## config.mk

```make
export PLATFORM = sky130hd
export DESIGN_NAME = owlr_receiver
export DESIGN_NICKNAME = d
export VERILOG_FILES = /design/src/include/owlr_pkg.sv /design/src/hdl/owlr_bit_decode.sv /design/src/hdl/owlr_receiver.sv
export SDC_FILE = /design/constraint.sdc
export NUM_CORES = 1
export LEC_CHECK = 0
export BUFFER_PORTS_ARGS = -buffer_cell sky130_fd_sc_hd__buf_2
export CAP_MARGIN = 15
export CORE_MARGIN = 4
export CORE_UTILIZATION = 57
export CTS_CLUSTER_SIZE = 24
export DETAILED_ROUTE_END_ITERATION = 12
export PLACE_DENSITY_LB_ADDON = 0.25
export SLEW_MARGIN = 20
export SYNTH_ARGS = -nofsm -noshare
export SYNTH_HDL_FRONTEND = slang
export SYNTH_SLANG_ARGS = --single-unit
```

## constraint.sdc

```tcl
create_clock -name clk_i -period 7 [get_ports clk_i]
set_input_delay 0.7 -clock clk_i [delete_from_list [all_inputs] [get_ports clk_i]]
set_output_delay 0.7 -clock clk_i [all_outputs]
set_load 0.005 [all_outputs]
```

## src/include/owlr_pkg.sv

```systemverilog
// Package for the one-wire level command receiver: timing and field layout.
// Assumes a 25 MHz system clock; all times are converted to clock cycles.
package owlr_pkg;

  // ------------------------------------------------------------------
  // Clock and timing
  // ------------------------------------------------------------------
  localparam int CLK_MHZ            = 25;
  localparam int START_TIME_NS      = 2000;
  localparam int END_OF_STREAM_NS   = 2000;
  localparam int ACK_LOW_TIME_US    = 512;
  localparam int ACK_VALID_DELAY_NS = 2000;
  // Least times round up, longest times round down
  localparam int START_CYC   = (START_TIME_NS * CLK_MHZ + 999) / 1000;
  localparam int EOS_CYC     = (END_OF_STREAM_NS * CLK_MHZ + 999) / 1000;
  localparam int ACK_VAL_CYC = (ACK_VALID_DELAY_NS * CLK_MHZ + 999) / 1000;
  localparam int ACK_LOW_CYC = ACK_LOW_TIME_US * CLK_MHZ;

  // ------------------------------------------------------------------
  // Widths, field positions, reset values
  // ------------------------------------------------------------------
  localparam int CNT_W          = 16;
  localparam int BYTE_W         = 8;
  localparam int BITS_PER_BYTE  = 8;
  localparam int ACK_REQ_POS    = 7;
  localparam int SUB_ADDR_HI    = 6;
  localparam int SUB_ADDR_LO    = 5;
  localparam int LEVEL_HI       = 4;
  localparam int LEVEL_LO       = 0;
  localparam logic [7:0] DEV_ADDR_DEFAULT = 8'h72;
  localparam logic [4:0] LEVEL_RESET      = 5'h1F;
  localparam logic [1:0] SUB_ADDR_RESET   = 2'h0;

  // ------------------------------------------------------------------
  // Receiver states
  // ------------------------------------------------------------------
  typedef enum logic [5:0] {
    ST_IDLE  = 6'b000001,
    ST_LOW   = 6'b000010,
    ST_HIGH  = 6'b000100,
    ST_VALID = 6'b001000,
    ST_ACK   = 6'b010000,
    ST_WAIT  = 6'b100000
  } owlr_state_t;

endpackage : owlr_pkg

```

## src/hdl/owlr_bit_decode.sv

```systemverilog
// Bit decoder: turns low/high durations of one bit period into a bit.
// Assumes counts measured on the same clock as the receiver.
`timescale 1ns/1ps
module owlr_bit_decode (
  // Measured durations
  input  wire logic [owlr_pkg::CNT_W-1:0] low_cnt_i,
  input  wire logic [owlr_pkg::CNT_W-1:0] high_cnt_i,
  // Decision
  output logic                            bit_o,
  output logic                            bit_ok_o
);

  // ------------------------------------------------------------------
  // Ratio test
  // ------------------------------------------------------------------
  wire logic [owlr_pkg::CNT_W:0] low_x2  = {low_cnt_i, 1'b0};
  wire logic [owlr_pkg::CNT_W:0] high_x2 = {high_cnt_i, 1'b0};
  wire logic is_one  = ({1'b0, high_cnt_i} >= low_x2);
  wire logic is_zero = ({1'b0, low_cnt_i} >= high_x2);

  assign bit_o    = is_one;
  assign bit_ok_o = is_one ^ is_zero;

endmodule : owlr_bit_decode

```

## src/hdl/owlr_receiver.sv

```systemverilog
// One-wire level command receiver: address byte, data byte, acknowledge.
// Assumes the control line input is already synchronous to clk_i and that
// the line idles high through an external pullup.
`timescale 1ns/1ps
module owlr_receiver #(
  parameter int ACK_LOW_CYCLES = owlr_pkg::ACK_LOW_CYC
) (
  // Clock and reset
  input  wire logic       clk_i,
  input  wire logic       reset_n_i,
  // Control line, open drain
  input  wire logic       ctrl_i,
  output logic            ctrl_o,
  output logic            ctrl_oe_o,
  // Configuration
  input  wire logic [7:0] dev_addr_i,
  // Received command
  output logic [4:0]      level_code_o,
  output logic [1:0]      sub_addr_o,
  output logic            ack_request_bit_o,
  output logic            cmd_valid_o,
  output logic            frame_error_o
);

  // ------------------------------------------------------------------
  // State and datapath registers
  // ------------------------------------------------------------------
  owlr_pkg::owlr_state_t state_r, state_nxt;
  logic [owlr_pkg::CNT_W-1:0] low_cnt_r;
  logic [owlr_pkg::CNT_W-1:0] high_cnt_r;
  logic [owlr_pkg::CNT_W-1:0] tmr_r;
  logic [7:0]                 shift_r;
  logic [3:0]                 nbits_r;
  logic                       byte_idx_r;
  logic                       addr_ok_r;
  logic                       bit_err_r;
  logic                       ctrl_d_r;
  logic [4:0]                 level_r;
  logic [1:0]                 sub_r;
  logic                       req_r;
  logic                       valid_r;
  logic                       err_r;

  // ------------------------------------------------------------------
  // Decode
  // ------------------------------------------------------------------
  wire logic fall = ctrl_d_r & ~ctrl_i;
  wire logic dec_bit;
  wire logic dec_ok;

  owlr_bit_decode u_dec (
    .low_cnt_i  (low_cnt_r),
    .high_cnt_i (high_cnt_r),
    .bit_o      (dec_bit),
    .bit_ok_o   (dec_ok)
  );

  wire logic [7:0] shift_in = {shift_r[6:0], dec_bit};
  // End of stream: the line rests low after the closing fall of a byte
  wire logic eos_low  = (state_r == owlr_pkg::ST_LOW) && !ctrl_i &&
                        (low_cnt_r >=
                         owlr_pkg::CNT_W'(owlr_pkg::EOS_CYC - 1));
  // A long high inside a byte ends it as a cut byte
  wire logic eos_high = (state_r == owlr_pkg::ST_HIGH) && ctrl_i &&
                        (high_cnt_r >=
                         owlr_pkg::CNT_W'(owlr_pkg::EOS_CYC - 1));
  wire logic eos       = eos_low || eos_high;
  wire logic byte_full = (nbits_r == 4'(owlr_pkg::BITS_PER_BYTE));
  wire logic addr_now  = (shift_r == dev_addr_i);
  wire logic last_ok   = eos_low && byte_full && !bit_err_r;
  wire logic ack_go    = last_ok && byte_idx_r && addr_ok_r &&
                         shift_r[owlr_pkg::ACK_REQ_POS];
  wire logic tmr_done_val = (tmr_r >= owlr_pkg::CNT_W'(
                              owlr_pkg::ACK_VAL_CYC - 1));
  wire logic tmr_done_ack = (tmr_r >= owlr_pkg::CNT_W'(ACK_LOW_CYCLES - 1));
  wire logic cnt_max_l = &low_cnt_r;
  wire logic cnt_max_h = &high_cnt_r;

  // ------------------------------------------------------------------
  // Next state
  // ------------------------------------------------------------------
  always_comb begin
    state_nxt = state_r;
    unique case (state_r)
      owlr_pkg::ST_IDLE: begin
        if (fall) begin
          state_nxt = owlr_pkg::ST_LOW;
        end
      end
      owlr_pkg::ST_LOW: begin
        if (ctrl_i) begin
          state_nxt = owlr_pkg::ST_HIGH;
        end else if (eos) begin
          if (ack_go) begin
            state_nxt = owlr_pkg::ST_VALID;
          end else begin
            state_nxt = owlr_pkg::ST_IDLE;
          end
        end
      end
      owlr_pkg::ST_HIGH: begin
        if (fall) begin
          state_nxt = owlr_pkg::ST_LOW;
        end else if (eos) begin
          state_nxt = owlr_pkg::ST_IDLE;
        end
      end
      owlr_pkg::ST_VALID: begin
        if (tmr_done_val) begin
          state_nxt = owlr_pkg::ST_ACK;
        end
      end
      owlr_pkg::ST_ACK: begin
        if (tmr_done_ack) begin
          state_nxt = owlr_pkg::ST_WAIT;
        end
      end
      owlr_pkg::ST_WAIT: begin
        if (ctrl_i) begin
          state_nxt = owlr_pkg::ST_IDLE;
        end
      end
      default: state_nxt = owlr_pkg::ST_IDLE;
    endcase
  end

  // ------------------------------------------------------------------
  // Line sampling and duration counters
  // ------------------------------------------------------------------
  always_ff @(posedge clk_i or negedge reset_n_i) begin
    if (!reset_n_i) begin
      ctrl_d_r   <= 1'b1;
      state_r    <= owlr_pkg::ST_IDLE;
      low_cnt_r  <= '0;
      high_cnt_r <= '0;
      tmr_r      <= '0;
    end else begin
      ctrl_d_r <= ctrl_i;
      state_r  <= state_nxt;
      if (fall) begin
        // The falling sample is the first low sample of the period
        low_cnt_r  <= owlr_pkg::CNT_W'(1);
        high_cnt_r <= '0;
      end else if (!ctrl_i && !cnt_max_l) begin
        low_cnt_r <= low_cnt_r + 1'b1;
      end else if (ctrl_i && !cnt_max_h) begin
        high_cnt_r <= high_cnt_r + 1'b1;
      end
      if (state_nxt != state_r) begin
        tmr_r <= '0;
      end else begin
        tmr_r <= tmr_r + 1'b1;
      end
    end
  end

  // ------------------------------------------------------------------
  // Bit assembly; a falling edge in HIGH closes one bit
  // ------------------------------------------------------------------
  wire logic bit_end = (state_r == owlr_pkg::ST_HIGH) && fall;
  wire logic byte_end = eos;
  wire logic start_new = (state_r == owlr_pkg::ST_IDLE) && fall;

  always_ff @(posedge clk_i or negedge reset_n_i) begin
    if (!reset_n_i) begin
      shift_r    <= '0;
      nbits_r    <= '0;
      byte_idx_r <= 1'b0;
      addr_ok_r  <= 1'b0;
      bit_err_r  <= 1'b0;
    end else if (start_new && !byte_idx_r) begin
      nbits_r   <= '0;
      bit_err_r <= 1'b0;
    end else if (bit_end) begin
      shift_r   <= shift_in;
      nbits_r   <= nbits_r + 1'b1;
      bit_err_r <= bit_err_r | ~dec_ok | byte_full;
    end else if (byte_end) begin
      nbits_r   <= '0;
      if (last_ok && !byte_idx_r) begin
        byte_idx_r <= 1'b1;
        addr_ok_r  <= addr_now;
      end else begin
        byte_idx_r <= 1'b0;
        addr_ok_r  <= 1'b0;
      end
    end
  end

  // ------------------------------------------------------------------
  // Command outputs
  // ------------------------------------------------------------------
  wire logic data_done = byte_end && byte_idx_r && last_ok;
  wire logic bad_end   = byte_end && !last_ok;

  always_ff @(posedge clk_i or negedge reset_n_i) begin
    if (!reset_n_i) begin
      level_r <= owlr_pkg::LEVEL_RESET;
      sub_r   <= owlr_pkg::SUB_ADDR_RESET;
      req_r   <= 1'b0;
      valid_r <= 1'b0;
      err_r   <= 1'b0;
    end else begin
      valid_r <= 1'b0;
      err_r   <= bad_end;
      if (data_done && addr_ok_r) begin
        level_r <= shift_r[owlr_pkg::LEVEL_HI:owlr_pkg::LEVEL_LO];
        sub_r   <= shift_r[owlr_pkg::SUB_ADDR_HI:owlr_pkg::SUB_ADDR_LO];
        req_r   <= shift_r[owlr_pkg::ACK_REQ_POS];
        valid_r <= 1'b1;
      end
    end
  end

  // ------------------------------------------------------------------
  // Open-drain acknowledge
  // ------------------------------------------------------------------
  assign ctrl_o            = 1'b0;
  assign ctrl_oe_o         = (state_r == owlr_pkg::ST_ACK);
  assign level_code_o      = level_r;
  assign sub_addr_o        = sub_r;
  assign ack_request_bit_o = req_r;
  assign cmd_valid_o       = valid_r;
  assign frame_error_o     = err_r;

endmodule : owlr_receiver

```

==> metrics.log <==
INFO  metric p_leak = roughly 2.5 nW
INFO  metric finalWorstSetupSlack = slightly above 4 ns
INFO  metric finalClockSkew = approximately 0.021 ns
INFO  metric number_of_setup_violations_in_the_final_report = 0
INFO  metric diodes = 0
INFO  metric edff_count_synth = 0
INFO  metric worstPathBufferInverterCount = 1
INFO  metric cp_data_arrival_time = 3.16 ns
INFO  metric slew_headroom = 0.347
INFO  metric number_of_iterations_in_the_first_detailed_routing_pass = 6
INFO  metric drt_iter0_markers = roughly 190
INFO  metric ys_seq_elements = 80
INFO  metric drv.max_cap_violation_count = 0
INFO  metric crit_path_max_incr_delay = between 0.7 and 0.8 ns
INFO  metric coreArea = roughly 0.0088 mm^2
INFO  metric row_count = 34
INFO  metric peakVddDrop = approximately 0.00018 V
INFO  metric ctsRootBufferMaster = clkbuf_8
INFO  metric cp-start-kind = flip-flop
INFO  metric grt_max_degree = 81
INFO  metric critical_path.endpoint_type = flip-flop
INFO  metric slew_viol_final = 0
INFO  metric cp.required = 7.21 ns
INFO  metric synth-async-reset-ratio = 1.00
INFO  metric drt-vias-per-instance = roughly 6.2
INFO  metric multi_input_comb_area = around 0.0029 mm^2
INFO  metric place.detailed.hpwl = between 8000 and 9000 um
INFO  metric layout.core_utilization = 0.631
INFO  metric antenna_found_initial = 0
INFO  metric path_max_fanout = 16
INFO  metric cell_area_placed = between 0.005 and 0.006 mm^2
INFO  metric run_status = finished, final reports clean
INFO  metric synth_top_flop_cell = dfrtp_1
INFO  metric yosysTopAreaCellShare = 0.355
INFO  metric tritoncts_num_sinks = 80
INFO  metric power_per_standard_cell_area = between 150 and 200 mW/mm^2
INFO  metric tritoncts.num_buffers = 9
INFO  metric post_cts.repair.setup_buffers = 0
INFO  metric wl_per_cell = 17.8 um
INFO  metric clk-insertion-delay-late = between 0.3 and 0.4 ns
INFO  metric critical-path-slowest-cell = xor2_2
INFO  metric groute.usage.overall = 0.239
INFO  metric fillers = around 750
INFO  metric setup.worst_path.class = reg2reg
INFO  metric final.min_clock_period = just under 3 ns
INFO  metric finalHoldViolations = 0
INFO  metric globalRoute.totalOverflow = 0
INFO  metric clock_path_buffers = 2
INFO  metric finalSetupTns = 0 ns
INFO  metric die_w = between 100 and 150 um
INFO  metric design.die.area = 0.0106 mm^2
INFO  metric worst_slew_pin_slew = 0.979 ns
INFO  metric drive_gt1_frac = 0.152
INFO  metric totalWireLength = 11800 um
INFO  metric vias_in_the_first_global_route = just over 4000
INFO  metric final_nets = slightly above 600
INFO  metric gp_routability_congestion = between 0.9 and 1
INFO  metric drt.antenna.violating_nets = 0
INFO  metric yosysWarningCount = 0
INFO  metric area.sequential = slightly above 0.002 mm^2
INFO  metric synth_fp_nets = 589
INFO  metric route.vias.total = ~4100
INFO  metric port-buffer-count = 21
INFO  metric dpl_worst_slack = ~3.8 ns
INFO  metric clk_pin_slew_worst_setup_hold_paths = about 0.090 ns
INFO  metric rrSetupSlack = ~4.1 ns
INFO  metric synthDominantAreaCellType = dfrtp_1
INFO  metric final_design_area_no_fill = about 0.0055 mm^2
INFO  metric path_delay_family = compound AO/OA/AOI/OAI gates
INFO  metric min-delay-path-class = in2async
INFO  metric die_h = about 100 um
INFO  metric seq_area_frac_synth = 0.390
INFO  metric syn2layout_area_growth = 7.34%
INFO  metric synth_area_per_cell = approximately 9.6 um^2
INFO  metric syn_inst = approximately 540
INFO  metric grt_pass1_wl = between 15000 and 20000 um
INFO  metric rsz_0062_raised_after_global_routing = no
INFO  metric initial_utilization = 0.588
INFO  metric htree_levels = 3
INFO  metric fin_crit_sh = 0.421
INFO  metric timing.critical_path.cells = inv_1 -> ha_1 -> nor4b_1 -> o2111a_1 -> o32a_1 -> o32ai_4 -> xor2_2 -> nor3_1
INFO  metric synth.top_cells.by_area = dfrtp_1, ha_1, xnor2_1
INFO  metric cts-resized-gates = 0
INFO  metric achievable-frequency = roughly 340 MHz
INFO  metric yosysUniqueCellTypes = just over 70
INFO  metric drc_errors = 0
INFO  metric synth.most_common_cell = dfrtp_1
INFO  metric ys_top_cells_by_count = dfrtp_1, nor2_1, ha_1, inv_1, nand2_1
INFO  metric io_pins = 23
INFO  metric hold_fix_buffer_count_after_cts = 0
INFO  metric tritoncts = done
INFO  metric mappedNetlistArea = 0.00515 mm^2
[metrics by stage]
stage	cells	hold slack, ns	power [mW]
after global placement	651	0.478	0.701
after CTS	667	0.522	1.08
after detailed placement	651	0.462	0.709
final	667	0.357	1.06
after floorplan	537	0.404	0.655
after global routing	667	0.414	1.13
[final cells by class]
cell class,count,share of cell area
Tap cell,108,0.0244
Timing Repair Buffer,23,0.0229
Multi-Input combinational cell,398,0.522
Clock buffer,10,0.0249
Clock inverter,6,0.0131
Sequential cell,80,0.364
Inverter,42,0.0285
[registers in the layout, indices dropped and copies added, names as in the netlist, 2 cells and up]
| name | count |
|---|---|
| sub_addr_o | 2 |
| high_cnt_r | 16 |
| state_r | 6 |
| tmr_r | 16 |
| nbits_r | 4 |
| level_code_o | 5 |
| shift_r | 8 |
| low_cnt_r | 16 |
[report_power, final]
group / internal (mW) / switching, mW
clock: 0.179 / 0.184
combinational: 0.0763 / 0.112
sequential: 0.482 / 0.0320
[layer usage]
layer / track usage / part of all wire
met5: 0 / 0
met4: 0.0588 / 0.014
met3: 0.0555 / 0.052
met2: 0.413 / 0.49
met1: 0.302 / 0.44
[cell families (layout without fill, tap and decap cells)]
family | after synthesis | count (layout) | share of synthesized area
xor+xnor | 46 | 46 | 0.0797
simple gates | 208 | 208 | 0.226
compound gates | 87 | 87 | 0.121
other cells | 1 | 1 | 0.000728
buf+inv | 59 | 81 | 0.0488
flops | 80 | 80 | 0.390
mux | 15 | 15 | 0.0328
fa+ha+maj | 41 | 41 | 0.0996
[worst paths after layout]
kind	start	to	cells past startpoint
max	low_cnt_r[1]	tmr_r[3]	8
min	reset_n_i	low_cnt_r[7]	1
max reg2reg	low_cnt_r[1]	tmr_r[3]	8
min reg2reg	sub_addr_o[0]	sub_addr_o[0]	1
max in group asynchronous	reset_n_i	state_r[5]	1
min in group clk_i	sub_addr_o[0]	sub_addr_o[0]	1
[placed cells by master (no fill, tap or decap), drive strengths merged, types with 4 or more instances in the layout]
| cell | n |
|---|---|
| dfrtp | 73 |
| inv | 44 |
| nor2 | 42 |
| nand2 | 41 |
| ha | 41 |
| nor3 | 34 |
| xnor2 | 32 |
| nand3 | 28 |
| buf | 23 |
| o21ai | 18 |
| a21oi | 17 |
| mux2 | 15 |
| xor2 | 14 |
| nor4 | 12 |
| nand4 | 11 |
| clkbuf | 10 |
| a211oi | 7 |
| dfstp | 7 |
| or3 | 5 |
| and3 | 5 |
| o211ai | 5 |
| o31ai | 5 |
| nor4b | 4 |
| a31oi | 4 |
| and4 | 4 |
[worst register-to-register path: stages, from the launching register on]
cell and delay [ns]:
dfrtp_1 0.41, inv_1 0.17, ha_1 0.17, nor4b_1 0.27, o2111a_1 0.42, o32a_1 0.32
o32ai_4 0.14, xor2_2 0.78, nor3_1 0.12
(Power assumes the default switching activity.)
